[config.mk]
export PLATFORM = sky130hd
export DESIGN_NAME = barr_exec
export DESIGN_NICKNAME = d
export VERILOG_FILES = /design/src/verilog/barr_pkg.sv /design/src/verilog/barr_phase_if.sv /design/src/verilog/barr_phase_gen.sv /design/src/verilog/barr_exec.sv
export SDC_FILE = /design/constraint.sdc
export NUM_CORES = 1
export LEC_CHECK = 0
export BUFFER_PORTS_ARGS = -buffer_cell sky130_fd_sc_hd__buf_2
export CORE_MARGIN = 4
export CORE_UTILIZATION = 54
export CTS_BUF_LIST = sky130_fd_sc_hd__clkbuf_8 sky130_fd_sc_hd__clkbuf_16
export DETAILED_ROUTE_END_ITERATION = 8
export GPL_TIMING_DRIVEN = 1
export PLACE_DENSITY_LB_ADDON = 0.3
export SLEW_MARGIN = 40
export SYNTH_ARGS = -nofsm -noshare
export SYNTH_HDL_FRONTEND = slang
export SYNTH_SLANG_ARGS = --single-unit
[constraint.sdc]
create_clock -name clk -period 2.7 [get_ports clk]
set_input_delay 0.54 -clock clk [delete_from_list [all_inputs] [get_ports clk]]
set_output_delay 0.54 -clock clk [all_outputs]
set_load 0.005 [all_outputs]
[src/verilog/barr_pkg.sv]
// Package: opcodes, phases, field positions and constants for the exec block
package barr_pkg;
    localparam int          BARR_DATA_W     = 8;
    localparam int          BARR_PC_W       = 16;
    localparam logic [3:0]  BARR_NIB_MAX    = 4'h9;
    localparam logic [3:0]  BARR_NIB_ADJ    = 4'h6;
    localparam logic [7:0]  BARR_BYTE_ZERO  = 8'h00;
    localparam logic [15:0] BARR_PC_ZERO    = 16'h0000;
    localparam int          BARR_PCH_LSB    = 8;
    localparam int          BARR_MSB        = 7;

    // Operations handed over by the instruction decoder
    typedef enum logic [1:0] {
        BARR_OP_NONE,
        BARR_OP_DADJ,
        BARR_OP_RLC,
        BARR_OP_RET
    } barr_op_t;

    // Four phases of one instruction cycle
    typedef enum logic [1:0] {
        BARR_Q1,
        BARR_Q2,
        BARR_Q3,
        BARR_Q4
    } barr_phase_t;
endpackage : barr_pkg

[src/verilog/barr_phase_if.sv]
// Interface: phase strobes from the phase sequencer to the executor
`timescale 1ns/10ps
interface barr_phase_if;
    barr_pkg::barr_phase_t phase;
    logic                  cycle_end;

    modport src (output phase, output cycle_end);
    modport dst (input phase, input cycle_end);
endinterface : barr_phase_if

[src/verilog/barr_phase_gen.sv]
// Phase sequencer: steps Q1..Q4 once per enabled clock
`timescale 1ns/10ps
module barr_phase_gen (
    input  wire logic  clk,
    input  wire logic  sys_rst,
    input  wire logic  phase_en,
    barr_phase_if.src  ph
);
    barr_pkg::barr_phase_t phase_r;
    barr_pkg::barr_phase_t phase_nxt;

    // Next phase, wraps after Q4
    always_comb begin
        phase_nxt = phase_r;
        if (phase_en) begin
            case (phase_r)
                barr_pkg::BARR_Q1: phase_nxt = barr_pkg::BARR_Q2;
                barr_pkg::BARR_Q2: phase_nxt = barr_pkg::BARR_Q3;
                barr_pkg::BARR_Q3: phase_nxt = barr_pkg::BARR_Q4;
                barr_pkg::BARR_Q4: phase_nxt = barr_pkg::BARR_Q1;
                default:           phase_nxt = barr_pkg::BARR_Q1;
            endcase
        end
    end

    // Phase register
    always_ff @(posedge clk) begin
        if (sys_rst) begin
            phase_r <= barr_pkg::BARR_Q1;
        end else begin
            phase_r <= phase_nxt;
        end
    end

    assign ph.phase     = phase_r;
    assign ph.cycle_end = phase_en && (phase_r == barr_pkg::BARR_Q4);
endmodule : barr_phase_gen

[src/verilog/barr_exec.sv]
// Executor for decimal adjust, rotate left through carry and return
`timescale 1ns/10ps
module barr_exec #(
    parameter int DATA_W = barr_pkg::BARR_DATA_W,
    parameter int PC_W   = barr_pkg::BARR_PC_W
) (
    clk,
    sys_rst,
    phase_en,
    op_valid,
    op_code,
    op_sel,
    op_addr,
    op_pc,
    op_ready,
    mem_rd_en,
    mem_rd_addr,
    mem_rd_data,
    mem_wr_en,
    mem_wr_addr,
    mem_wr_data,
    working_register,
    carry_flag,
    digit_carry_flag,
    stack_top_value,
    stack_pop,
    pc_load,
    pc_load_value,
    program_counter_high_latch,
    forced_nop
);
    input  wire logic                  clk;
    input  wire logic                  sys_rst;
    input  wire logic                  phase_en;
    input  wire logic                  op_valid;
    input  wire barr_pkg::barr_op_t    op_code;
    input  wire logic                  op_sel;
    input  wire logic [DATA_W-1:0]     op_addr;
    input  wire logic [PC_W-1:0]       op_pc;
    output logic                       op_ready;
    output logic                       mem_rd_en;
    output logic [DATA_W-1:0]          mem_rd_addr;
    input  wire logic [DATA_W-1:0]     mem_rd_data;
    output logic                       mem_wr_en;
    output logic [DATA_W-1:0]          mem_wr_addr;
    output logic [DATA_W-1:0]          mem_wr_data;
    output logic [DATA_W-1:0]          working_register;
    output logic                       carry_flag;
    input  wire logic                  digit_carry_flag;
    input  wire logic [PC_W-1:0]       stack_top_value;
    output logic                       stack_pop;
    output logic                       pc_load;
    output logic [PC_W-1:0]            pc_load_value;
    output logic [DATA_W-1:0]          program_counter_high_latch;
    output logic                       forced_nop;

    barr_phase_if ph ();

    barr_phase_gen u_phase (
        .clk      (clk),
        .sys_rst  (sys_rst),
        .phase_en (phase_en),
        .ph       (ph.src)
    );

    // Latched instruction and working state
    barr_pkg::barr_op_t    op_r,    op_nxt;
    logic                  sel_r,   sel_nxt;
    logic [DATA_W-1:0]     addr_r,  addr_nxt;
    logic [DATA_W-1:0]     opnd_r,  opnd_nxt;
    logic [DATA_W-1:0]     res_r,   res_nxt;
    logic                  cres_r,  cres_nxt;
    logic [DATA_W-1:0]     working_register_r,  working_register_nxt;
    logic                  c_r,     c_nxt;
    logic [DATA_W-1:0]     pch_r,   pch_nxt;
    logic                  nop_r,   nop_nxt;
    logic                  wr_r,    wr_nxt;
    logic [DATA_W-1:0]     wdat_r,  wdat_nxt;
    logic                  pop_r,   pop_nxt;
    logic [PC_W-1:0]       pcv_r,   pcv_nxt;

    // Decimal adjust datapath, five bits per nibble keep the overflow
    logic [4:0]            lo_sum;
    logic [4:0]            hi_sum;
    logic                  lo_fix;
    logic                  hi_fix;
    logic [DATA_W-1:0]     dadj_val;
    logic                  dadj_c;

    always_comb begin
        lo_fix = (working_register_r[3:0] > barr_pkg::BARR_NIB_MAX) || digit_carry_flag;
        lo_sum = {1'b0, working_register_r[3:0]} + (lo_fix ? {1'b0, barr_pkg::BARR_NIB_ADJ} : 5'h00);
        hi_fix = (working_register_r[7:4] > barr_pkg::BARR_NIB_MAX) || c_r;
        hi_sum = {1'b0, working_register_r[7:4]} + (hi_fix ? {1'b0, barr_pkg::BARR_NIB_ADJ} : 5'h00);
        // Low nibble carry does not ripple into the high nibble; each digit fixes alone
        dadj_val = {hi_sum[3:0], lo_sum[3:0]};
        dadj_c   = c_r | hi_sum[4];
    end

    // Phase sequencing of the three instructions
    always_comb begin
        op_nxt   = op_r;
        sel_nxt  = sel_r;
        addr_nxt = addr_r;
        opnd_nxt = opnd_r;
        res_nxt  = res_r;
        cres_nxt = cres_r;
        working_register_nxt = working_register_r;
        c_nxt    = c_r;
        pch_nxt  = pch_r;
        nop_nxt  = nop_r;
        wr_nxt   = 1'b0;
        wdat_nxt = wdat_r;
        pop_nxt  = 1'b0;
        pcv_nxt  = pcv_r;
        if (phase_en) begin
            case (ph.phase)
                barr_pkg::BARR_Q1: begin
                    // Decode; a pending return turns this cycle into a nop
                    if (nop_r) begin
                        op_nxt = barr_pkg::BARR_OP_NONE;
                    end else if (op_valid) begin
                        op_nxt   = op_code;
                        sel_nxt  = op_sel;
                        addr_nxt = op_addr;
                        if (op_code == barr_pkg::BARR_OP_RET) begin
                            pcv_nxt = op_pc;
                        end
                    end else begin
                        op_nxt = barr_pkg::BARR_OP_NONE;
                    end
                end
                barr_pkg::BARR_Q2: begin
                    // Operand read; return latches the high pc byte
                    opnd_nxt = mem_rd_data;
                    if (op_r == barr_pkg::BARR_OP_RET) begin
                        pch_nxt = pcv_r[PC_W-1:barr_pkg::BARR_PCH_LSB];
                    end
                end
                barr_pkg::BARR_Q3: begin
                    // Execute
                    case (op_r)
                        barr_pkg::BARR_OP_DADJ: begin
                            res_nxt  = dadj_val;
                            cres_nxt = dadj_c;
                        end
                        barr_pkg::BARR_OP_RLC: begin
                            res_nxt  = {opnd_r[DATA_W-2:0], c_r};
                            cres_nxt = opnd_r[barr_pkg::BARR_MSB];
                        end
                        barr_pkg::BARR_OP_RET: begin
                            pcv_nxt = stack_top_value;
                            pop_nxt = 1'b1;
                            nop_nxt = 1'b1;
                        end
                        default: begin
                            res_nxt = res_r;
                        end
                    endcase
                end
                barr_pkg::BARR_Q4: begin
                    // Write back; return touches no flag
                    case (op_r)
                        barr_pkg::BARR_OP_DADJ: begin
                            wr_nxt   = 1'b1;
                            wdat_nxt = res_r;
                            c_nxt    = cres_r;
                            if (!sel_r) begin
                                working_register_nxt = res_r;
                            end
                        end
                        barr_pkg::BARR_OP_RLC: begin
                            c_nxt = cres_r;
                            if (sel_r) begin
                                wr_nxt   = 1'b1;
                                wdat_nxt = res_r;
                            end else begin
                                working_register_nxt = res_r;
                            end
                        end
                        default: begin
                            nop_nxt = (op_r == barr_pkg::BARR_OP_RET);
                        end
                    endcase
                end
                default: begin
                    op_nxt = op_r;
                end
            endcase
        end
    end

    // State registers
    always_ff @(posedge clk) begin
        if (sys_rst) begin
            op_r   <= barr_pkg::BARR_OP_NONE;
            sel_r  <= 1'b0;
            addr_r <= barr_pkg::BARR_BYTE_ZERO;
            opnd_r <= barr_pkg::BARR_BYTE_ZERO;
            res_r  <= barr_pkg::BARR_BYTE_ZERO;
            cres_r <= 1'b0;
            working_register_r <= barr_pkg::BARR_BYTE_ZERO;
            c_r    <= 1'b0;
            pch_r  <= barr_pkg::BARR_BYTE_ZERO;
            nop_r  <= 1'b0;
            wr_r   <= 1'b0;
            wdat_r <= barr_pkg::BARR_BYTE_ZERO;
            pop_r  <= 1'b0;
            pcv_r  <= barr_pkg::BARR_PC_ZERO;
        end else begin
            op_r   <= op_nxt;
            sel_r  <= sel_nxt;
            addr_r <= addr_nxt;
            opnd_r <= opnd_nxt;
            res_r  <= res_nxt;
            cres_r <= cres_nxt;
            working_register_r <= working_register_nxt;
            c_r    <= c_nxt;
            pch_r  <= pch_nxt;
            nop_r  <= (phase_en && ph.phase == barr_pkg::BARR_Q1) ? 1'b0 : nop_nxt;
            wr_r   <= wr_nxt;
            wdat_r <= wdat_nxt;
            pop_r  <= pop_nxt;
            pcv_r  <= pcv_nxt;
        end
    end

    // Outputs; pops and loads are one-clock pulses after execute
    assign op_ready                   = phase_en && (ph.phase == barr_pkg::BARR_Q1) && !nop_r;
    assign mem_rd_en                  = (ph.phase == barr_pkg::BARR_Q2);
    assign mem_rd_addr                = addr_r;
    assign mem_wr_en                  = wr_r;
    assign mem_wr_addr                = addr_r;
    assign mem_wr_data                = wdat_r;
    assign working_register           = working_register_r;
    assign carry_flag                 = c_r;
    assign stack_pop                  = pop_r;
    assign pc_load                    = pop_r;
    assign pc_load_value              = pcv_r;
    assign program_counter_high_latch = pch_r;
    assign forced_nop                 = nop_r;
endmodule : barr_exec

==> impl_metrics.yaml, run 1 <==
route:
  vias: 2910
  drc: 0
  ant_nets: 0
  routed_wl_um: 7439
  wl_per_cell_um: 13.36
  drt_iter0_markers: 115
  drt_pass1_iterations: 4
  via_per_inst: 5.224
setup_path:
  crit_family: "compound AO/OA/AOI/OAI gates"
  crit_path_end_kind: "flip-flop"
  crit_end: "pc_load_value[4]$_SDFFE_PP0P_"
  start_kind: "flip-flop"
  path_class: "flip-flop to flip-flop"
  crit_required_ns: 2.92
  critical_path.startpoint: "u_phase.ph.phase[0]$_SDFFE_PP0P_"
  regToRegSetupSlack_ns: 0.72
  slowest_stage: "a211o_1"
  critPathMaxStageDelay_ns: 0.55
  cp.depth: 5
  cp.arrival_ns: 2.20
  reg2regPathDepth: 5
  crit_chain: "inv_1 > ha_1 > mux2i_1 > a211o_1 > mux2_1"
  worstReg2RegStart: "u_phase.ph.phase[0]$_SDFFE_PP0P_"
  timing.rr.end: "pc_load_value[4]$_SDFFE_PP0P_"
  critical_path_buf_inv_count: 1
  cp_max_fo: 16
clock_tree:
  cts_resized: 0
  clkSinkCount: 74
  tritoncts: "done"
  cts_hold_buf: 0
  cts_root_buffer: "clkbuf_8"
  clk_latency_ns: 0.34
  clk_pin_slew_worst_paths_ns: 0.08
  cts_setup_buffers: 0
  htreeDepth: 3
  cts_max_path_buffers: 2
  cts_made_buffers: 9
logic_synthesis:
  synth.largest_area_cell: "dfxtp_1"
  ys_ff_latch: 74
  syn-instance-count: 379
  syn_nets: 448
  ys_dominant_reg_cell: "dfxtp_1"
  netlist.area_leader.share: 0.4285
  synth_edf_count: 0
  yosys.cell_types.count: 36
  ys_async_sr_fraction: 0
  syn_area_per_cell_um2: 9.122
  synth_area_um2: 3457
  synth.yosys.warnings: 0
  yosysSeqAreaShare: 0.4285
  synth_area_leaders: "dfxtp_1, mux2i_1, mux2_1, nor2_1, a21oi_1"
final_layout:
  drive_above_1_share: 0.2863
  num_antenna_cells: 0
  postLayoutCoreUtil: 0.6862
  nNetsFinal: 546
  fill_cells: 520
  syn2layout_area_growth_pct: 20.30
  finish.instance_area_um2: 4159
pwr:
  combinationalPowerShare: 0.120
  power.share.clock: 0.340
  p_sw_frac: 0.2605
  irDropWorstVdd_mv: 0.3263
  p_sw_w: 0.0005521
  p_total_w: 0.002120
  power_density_nw_per_um2: 509.7
  leakage_nw: 1.930
  seqPwrFrac: 0.540
  p_int_w: 0.001568
sta:
  holdWs_ns: 0.4295
  skew_ns: 0.008764
  drv_slew: 0
  grt_setup_unrepaired: "false"
  slew_headroom: 0.5489
  fmax_mhz: 505.0
  setup-tns-final_ns: 0
  finalCritPeriodShare: 0.7334
  hold_viol: 0
  tightest_slew_ns: 0.6766
  setup_viol: 0
  final.min_clock_period_ns: 1.980
global_routing:
  gr-total-overflow: 0
  grt_antenna_before_repair: 0
  grt_max_degree: 92
  grt_pass1_vias: 2719
  grt_pass1_wl_um: 12190
  grt_use_total: 0.1979
placed_design:
  gp_congestion: 0.7742
  place_area_um2: 3996
  portBuffers: 118
  place_hpwl_um: 5317
floorplan:
  start_util: 0.5704
  coreArea_um2: 6061
  die_h_um: 88.01
  ioPinCount: 119
  die_w_um: 88.01
  rows: 28
  die_area_um2: 7746
status:
  status: "finished, final reports clean"
run:
  maxCapViolCount: 0
hold_path:
  min_path_type: "input pin to flip-flop"
cells in the final DEF, fill, tap and decap left out, types with 3 or more instances in the layout:
cell type and count:
dfxtp_1 74, nor2b_1 17, inv_1 13, a21oi_1 29
o21ai_0 10, nand2b_1 3, and2_1 3, clkinv_2 3
nand3_1 17, nand2_1 31, nor2_1 47, mux2_1 16
clkbuf_8 9, buf_2 118, nand3b_1 3, nand4b_1 3
mux2i_1 42, a211oi_1 8, ha_1 11
layout make-up:
type / instances / area, um2 / share of cell area
well taps: 75 / 93.84 / 0.02256
repair buffers: 121 / 625.6 / 0.1504
clock inverters: 7 / 38.79 / 0.009326
multi-input cells: 260 / 1754 / 0.4218
clock buffers: 9 / 123.9 / 0.02978
flip-flops and latches: 74 / 1481 / 0.3562
inverters: 11 / 41.29 / 0.009928
through the flow:
stage               std cells  setup WS, ns
finish                    557        0.7198
global route              557        0.5143
CTS                       557        0.7167
detailed placement        541        0.6787
global placement          541        0.7017
floorplan                 379        0.9559
cells by family after synthesis:
family | Yosys count | synth area share
flip-flops | 74 | 0.4285
buffers and inverters | 45 | 0.06587
multiplexers | 59 | 0.1770
AND/OR/NAND/NOR | 130 | 0.1795
adder cells (fa/ha/maj) | 13 | 0.05139
XOR/XNOR | 2 | 0.005068
AO/OA/AOI/OAI | 56 | 0.09266
how the worst min path moves through the flow:
stage	startpoint	endpoint	slack (ns)	depth (start not counted)
2_1_floorplan	opnd_r[1]$_SDFFE_PP0P_	opnd_r[1]$_SDFFE_PP0P_	0.43	2
4_1_cts	op_addr[3]	mem_rd_addr[3]$_SDFFE_PP0P_	0.42	3
3_3_place_gp	opnd_r[1]$_SDFFE_PP0P_	opnd_r[1]$_SDFFE_PP0P_	0.44	2
5_1_grt	op_addr[3]	mem_rd_addr[3]$_SDFFE_PP0P_	0.43	3
3_5_place_dp	opnd_r[1]$_SDFFE_PP0P_	opnd_r[1]$_SDFFE_PP0P_	0.44	2
6_report	op_addr[4]	mem_rd_addr[4]$_SDFFE_PP0P_	0.43	3
power by group through the flow:
stage	registers (W)	logic, W	clock network (W)
2_1_floorplan	0.00117	0.000166	0
3_3_place_gp	0.00117	0.000248	0
3_5_place_dp	0.00117	0.000257	0
4_1_cts	0.00115	0.000258	0.000737
5_1_grt	0.00115	0.000288	0.000786
6_report	0.00115	0.000254	0.000720
routing by layer:
metal	vias to the layer above	wire length, um	track usage	share of wire
met3	9	640	0.05268	0.086
met5	-	0	0	0
met4	0	112	0.08104	0.015
met1	1331	3346	0.2544	0.45
met2	94	3339	0.3164	0.45
li1	1476	-	-	-
worst reg2reg max path, cell delays in order, from the launching register on:
cell	delay, ns
dfxtp_1	0.40
inv_1	0.10
ha_1	0.28
mux2i_1	0.15
a211o_1	0.55
mux2_1	0.39
synthesized netlist by cell type (2+ instances only):
master / instances
buf_4: 9
clkbuf_1: 8
buf_2: 14
a22oi_1: 2
o21ai_0: 10
nand3_1: 17
mux2_1: 16
nor2b_1: 17
ha_1: 11
nand4b_1: 3
mux2i_1: 42
and4b_1: 2
nor2_1: 47
dfxtp_1: 74
inv_1: 11
nand2_1: 31
nand2b_1: 3
o21ai_1: 2
a211oi_1: 8
nand3b_1: 3
fa_1: 2
and2_1: 3
xnor2_1: 2
buf_1: 2
a21oi_1: 29
state kept, by name, summed over array words and instances, names as in the netlist:
signal                      count
program_counter_high_latch      8
working_register                8
pc_load_value                  16
carry_flag                      1
sel_r                           1
op_r                            2
cres_r                          1
u_phase.ph.phase                2
mem_wr_data                     8
pc_load                         1
forced_nop                      1
mem_wr_en                       1
mem_rd_addr                     8
opnd_r                          8
res_r                           8
(Power assumes the default switching activity.)
==> run 2, diff against run 1 <==
CORE_UTILIZATION = 50   (was 54)
clock period = 1.95 ns   (was 2.7 ns; I/O delays follow)
==> run 2 against run 1 <==
Effect of this change:
- clock skew is 0.00062 ns higher
- combinational power is 42% higher
- final cell count is 2.2% higher
- design area is 2.9% higher
- critical endpoint is now op_ready
- wire length is 0.28% lower
- global-route usage is 1.6 points lower
- critical path depth is 1 higher
- sequential power is 38% higher
- count of clock-buffer cells in the layout is 2 higher
==> impl_metrics.yaml, run 2 (synthesis gave the netlist of run 1 again) <==
status:
  status: "finished, final reports clean"
sta:
  final.min_clock_period_ns: 1.827
  finalCritPeriodShare: 0.9370
  setup-tns-final_ns: 0
  fmax_mhz: 547.3
  setup_viol: 0
  tightest_slew_ns: 0.5712
  hold_viol: 0
  holdWs_ns: 0.2761
  grt_setup_unrepaired: "false"
  skew_ns: 0.009388
  slew_headroom: 0.6181
  drv_slew: 0
global_routing:
  grt_max_degree: 70
  grt_pass1_vias: 2851
  grt_use_total: 0.1818
  grt_pass1_wl_um: 12690
  gr-total-overflow: 0
  grt_antenna_before_repair: 0
hold_path:
  holdCritStartpoint: "op_addr[3]"
  min_to: "mem_rd_addr[3]$_SDFFE_PP0P_"
  hold_depth: 3
  min_path_type: "input pin to flip-flop"
floorplan:
  die_h_um: 91.15
  ioPinCount: 119
  die_w_um: 91.15
  die_area_um2: 8308
  coreArea_um2: 6756
  start_util: 0.5117
  rows: 30
pwr:
  irDropWorstVdd_mv: 0.3727
  leakage_nw: 1.976
  power_density_nw_per_um2: 745.9
route:
  routed_wl_um: 7418
  drt_iter0_markers: 103
  ant_nets: 0
  drt_pass1_iterations: 4
  vias: 2879
  via_per_inst: 5.060
  wl_per_cell_um: 13.04
  drc: 0
clock_tree:
  clk_latency_ns: 0.34
  cts_root_buffer: "clkbuf_8"
  cts_hold_buf: 0
  cts_made_buffers: 9
  clkSinkCount: 74
  cts_max_path_buffers: 2
  htreeDepth: 3
  tritoncts: "done"
  clk_pin_slew_worst_paths_ns: 0.08
final_layout:
  fin_cells: 569
  layout.cells.most_common: "buf_2"
  drive_above_1_share: 0.3170
  nNetsFinal: 553
  fill_cells: 601
  layout_common_cells: "buf_2, dfxtp_1, nor2_1"
  num_antenna_cells: 0
  syn2layout_area_growth_pct: 23.85
  largest_reg_flops: 16
setup_path:
  crit_chain: "inv_1 > ha_1 > buf_4 > nand2_1 > nor2_1 > buf_2"
  critPathMaxStageDelay_ns: 0.36
  cp.arrival_ns: 1.44
  start_kind: "flip-flop"
  path_class: "flip-flop to output port"
  timing.rr.end: "res_r[7]$_SDFFE_PP0P_"
  critical_path_buf_inv_count: 3
  crit_family: "flip-flops"
  regToRegSetupSlack_ns: 0.17
  crit_path_end_kind: "output port"
  crit_required_ns: 1.56
  slowest_stage: "dfxtp_2"
  worstReg2RegStart: "carry_flag$_SDFFE_PP0P_"
  reg2regPathDepth: 7
  cp_max_fo: 4
run:
  maxCapViolCount: 0
placed_design:
  dp_cells: 553
  gp_congestion: 0.8142
  place_hpwl_um: 5477
  portBuffers: 118
[run 2: cell types whose count changed in the layout (fill, tap and decap cells not counted), moves of 2 or more]
cell / before / now
dfxtp_1: 74 / 68
clkinv_2: 3 / 0
dfxtp_2: 0 / 6
clkinvlp_4: 1 / 3
clkbuf_8: 9 / 11
buf_4: 2 / 9
inv_1: 13 / 11
[run 2: stage by stage]
stage | area [um2] | setup slack [ns] | utilization | power, W
after floorplan | 3457 | 0.2059 | - | 0.001849
after global placement | 4055 | 0.09975 | 0.6002 | 0.001974
after detailed placement | 4055 | -0.01532 | 0.6002 | 0.001986
after CTS | 4269 | 0.06053 | 0.6319 | 0.003230
after global routing | 4282 | 0.03159 | 0.6337 | 0.003346
final | 4282 | 0.1229 | 0.6337 | 0.003194
[run 2: final cells by class]
class / instances / area, um2 / share of cell area
clock buffers: 11 / 151.4 / 0.03536
clock inverters: 5 / 61.31 / 0.01432
inverters: 11 / 41.29 / 0.009643
multi-input cells: 260 / 1760 / 0.4112
flip-flops and latches: 74 / 1489 / 0.3478
well taps: 80 / 100.1 / 0.02338
repair buffers: 128 / 678.2 / 0.1584
[run 2: power by group]
part           leakage (nW)  internal, W  switching (W)
sequential            0.602      0.00156      0.0000296
combinational          1.28     0.000175       0.000186
clock                0.0982     0.000665       0.000581
total                  1.98      0.00240       0.000797
[run 2: metal layers]
metal  wire length, um  up-vias  track usage
met3               573       10      0.04888
met5                 0        -            0
met1              3311     1290       0.2241
met2              3434       90       0.3066
li1                  -     1489            -
met4                99        0      0.06030
[run 2: worst max path at each step]
stage                                          end  depth (start not counted)                             start
floorplan           pc_load_value[10]$_SDFFE_PP0P_                          7  u_phase.ph.phase[0]$_SDFFE_PP0P_
finish                                    op_ready                          6  u_phase.ph.phase[0]$_SDFFE_PP0P_
global route                              op_ready                          6  u_phase.ph.phase[0]$_SDFFE_PP0P_
global placement     pc_load_value[0]$_SDFFE_PP0P_                          5  u_phase.ph.phase[0]$_SDFFE_PP0P_
detailed placement   pc_load_value[3]$_SDFFE_PP0P_                          5  u_phase.ph.phase[0]$_SDFFE_PP0P_
CTS                                       op_ready                          6  u_phase.ph.phase[0]$_SDFFE_PP0P_
[run 2: worst min-delay path, cell delays in order]
cell and delay (ns):
buf_2 0.09, nand2_1 0.04, a21oi_1 0.05
[run 2: what timing repair did]
| item | CTS | global route |
|---|---|---|
| buffers inserted | 0 | 0 |
| endpoints found under the setup margin | 6 | 3 |
| resized for setup | 1 | 7 |
==> run 3, diff against run 2 <==
ABC_AREA = 1   (was unset)
==> run 3 against run 2 <==
Effect of this change:
- fmax grew 5.7%
- largest power group unchanged
- register-to-register slack gained 0.05 ns
- clock skew shrank 0.0029 ns
- critical endpoint is now res_r[6]$_SDFFE_PP0P_
- largest cell class unchanged
==> impl_metrics.yaml, run 3 <==
status:
  status: "finished, final reports clean"
global_routing:
  grt_pass1_vias: 3226
  grt_use_total: 0.2135
  grt_max_degree: 57
  grt_antenna_before_repair: 1
  gr-total-overflow: 0
  grt_pass1_wl_um: 14510
logic_synthesis:
  synth_compound_area_frac: 0.1722
  yosysMostFrequentCell: "nand2_1"
  syn_area_per_cell_um2: 7.115
  ys_dominant_reg_cell: "dfxtp_1"
  synth_common_cells: "nand2_1, dfxtp_1, nor2_1, a21oi_1, inv_1"
  synth_edf_count: 0
  ys_ff_latch: 74
  synth_top_family_by_area: "simple AND/OR/NAND/NOR gates"
  ys_async_sr_fraction: 0
  syn-instance-count: 475
  synth_simple_gate_area_frac: 0.2284
  syn_nets: 544
  synthXorXnorAreaFrac: 0
  synth_area_um2: 3379
  netlist.area_leader.share: 0.4384
  synth_area_leaders: "dfxtp_1, a21oi_1, nand2_1, nor2_1, o21ai_0"
  synth_fa_ha_area_frac: 0.05257
  synth.yosys.warnings: 0
  yosysSeqAreaShare: 0.4384
  synthMuxAreaShare: 0
  synth.largest_area_cell: "dfxtp_1"
  yosys.cell_types.count: 22
sta:
  finalCritPeriodShare: 0.8867
  slew_headroom: 0.7629
  tightest_slew_ns: 0.3547
  grt_setup_unrepaired: "false"
  drv_slew: 0
  fmax_mhz: 578.4
  skew_ns: 0.006463
  final.min_clock_period_ns: 1.729
  setup_viol: 0
  setup-tns-final_ns: 0
  hold_viol: 0
placed_design:
  dp_cells: 648
  portBuffers: 118
  gp_congestion: 0.8118
  place_hpwl_um: 6356
setup_path:
  cp_max_fo: 4
  critical_path.startpoint: "working_register[5]$_SDFFE_PP0P_"
  crit_required_ns: 2.22
  cp.arrival_ns: 2.00
  crit_chain: "o21ai_0 > nand2_1 > ha_1 > inv_1 > fa_1 > o21ai_0 > nor2_1 > nor2_1"
  critPathMaxStageDelay_ns: 0.43
  slowest_stage: "fa_1"
  worstReg2RegStart: "working_register[5]$_SDFFE_PP0P_"
  start_kind: "flip-flop"
  path_class: "flip-flop to flip-flop"
  regToRegSetupSlack_ns: 0.22
  crit_path_end_kind: "flip-flop"
final_layout:
  nNetsFinal: 652
  layout_common_cells: "buf_2, nand2_1, dfxtp_1"
  drive_above_1_share: 0.2521
  largest_reg_flops: 16
  layout.cells.most_common: "buf_2"
  syn2layout_area_growth_pct: 23.21
  fin_cells: 664
  num_antenna_cells: 0
floorplan:
  ioPinCount: 119
  die_area_um2: 8139
  coreArea_um2: 6459
  die_h_um: 90.22
  die_w_um: 90.22
  start_util: 0.5232
  rows: 29
pwr:
  p_total_w: 0.003073
  irDropWorstVdd_mv: 0.3874
  leakage_nw: 2.083
  power_density_nw_per_um2: 738.1
clock_tree:
  htreeDepth: 3
  clk_pin_slew_worst_paths_ns: 0.07
  cts_made_buffers: 9
  cts_root_buffer: "clkbuf_8"
  tritoncts: "done"
  cts_max_path_buffers: 2
  clk_latency_ns: 0.33
  clkSinkCount: 74
route:
  vias: 3368
  ant_nets: 0
  wl_per_cell_um: 12.80
  drc: 0
  drt_pass1_iterations: 4
  drt_iter0_markers: 153
  routed_wl_um: 8498
  via_per_inst: 5.072
hold_path:
  min_path_type: "input pin to flip-flop"
  holdCritStartpoint: "mem_rd_data[1]"
run:
  maxCapViolCount: 0
-- run 3: changes by cell type after synthesis, sizes merged, moves of 18 or more --
cell	change
nand2	+53
mux2i	-42
inv	+37
a21oi	+35
o21ai	+33
nor2	+21
nand3	+18
-- run 3: metal layers --
metal / global-route usage / vias to the layer above / wire [um]
met5: 0 / - / 7
met4: 0.08418 / 2 / 193
met3: 0.05843 / 19 / 554
met2: 0.3734 / 107 / 4265
met1: 0.2467 / 1503 / 3477
li1: - / 1737 / -
-- run 3: report_power, final --
group / internal (W) / total [W] / switching [W]
Combinational: 0.000209 / 0.000494 / 0.000285
Sequential: 0.00158 / 0.00163 / 0.0000466
Clock: 0.000436 / 0.000951 / 0.000515
-- run 3: worst paths after layout --
| kind | endpoint | cells past startpoint |
|---|---|---|
| max | res_r[6]$_SDFFE_PP0P_ | 8 |
| min | opnd_r[1]$_SDFFE_PP0P_ | 3 |
| min reg2reg | mem_wr_data[0]$_SDFFE_PP0P_ | 2 |
| max reg2reg | res_r[6]$_SDFFE_PP0P_ | 8 |
-- run 3: final cells by class --
type / instances / area [um2]
Timing Repair Buffer: 130 / 705.7
Clock inverter: 6 / 28.78
Inverter: 50 / 193.9
Multi-Input combinational cell: 318 / 1534
Clock buffer: 9 / 123.9
Tap cell: 77 / 96.34
Sequential cell: 74 / 1481
Fill cell: 604 / 2295
-- run 3: through the flow --
| stage | setup WS [ns] | hold WS [ns] | instance area [um2] | util |
|---|---|---|---|---|
| 6_report | 0.2210 | 0.3055 | 4164 | 0.6447 |
| 5_1_grt | 0.01462 | 0.2999 | 4164 | 0.6447 |
| 4_1_cts | 0.04584 | 0.2981 | 4135 | 0.6403 |
| 3_5_place_dp | 0.06525 | 0.4542 | 3983 | 0.6166 |
| 3_3_place_gp | 0.2372 | 0.4486 | 3983 | 0.6166 |
| 2_1_floorplan | 0.2744 | 0.4292 | 3379 | - |
-- run 3: logic make-up (layout without fill, tap and decap cells) --
| logic type | after synthesis | count (layout) |
|---|---|---|
| adder cells (fa/ha/maj) | 13 | 13 |
| AND/OR/NAND/NOR | 191 | 191 |
| flip-flops | 74 | 74 |
| AO/OA/AOI/OAI | 114 | 114 |
| buffers and inverters | 83 | 195 |
-- run 3: worst max-delay path, delay by kind of cell, from the launching register on --
| family | cells | cell delay [ns] |
|---|---|---|
| AO/OA/AOI/OAI | 2 | 0.34 |
| adder cells (fa/ha/maj) | 2 | 0.65 |
| buffers and inverters | 1 | 0.07 |
| flip-flops | 1 | 0.34 |
| AND/OR/NAND/NOR | 3 | 0.27 |
-- run 3: repair_timing --
item,in CTS,in global routing
endpoints found under the setup margin,0,8
hold endpoints to repair,0,0
resized for setup,0,6
hold buffers,0,0
setup buffers,0,1
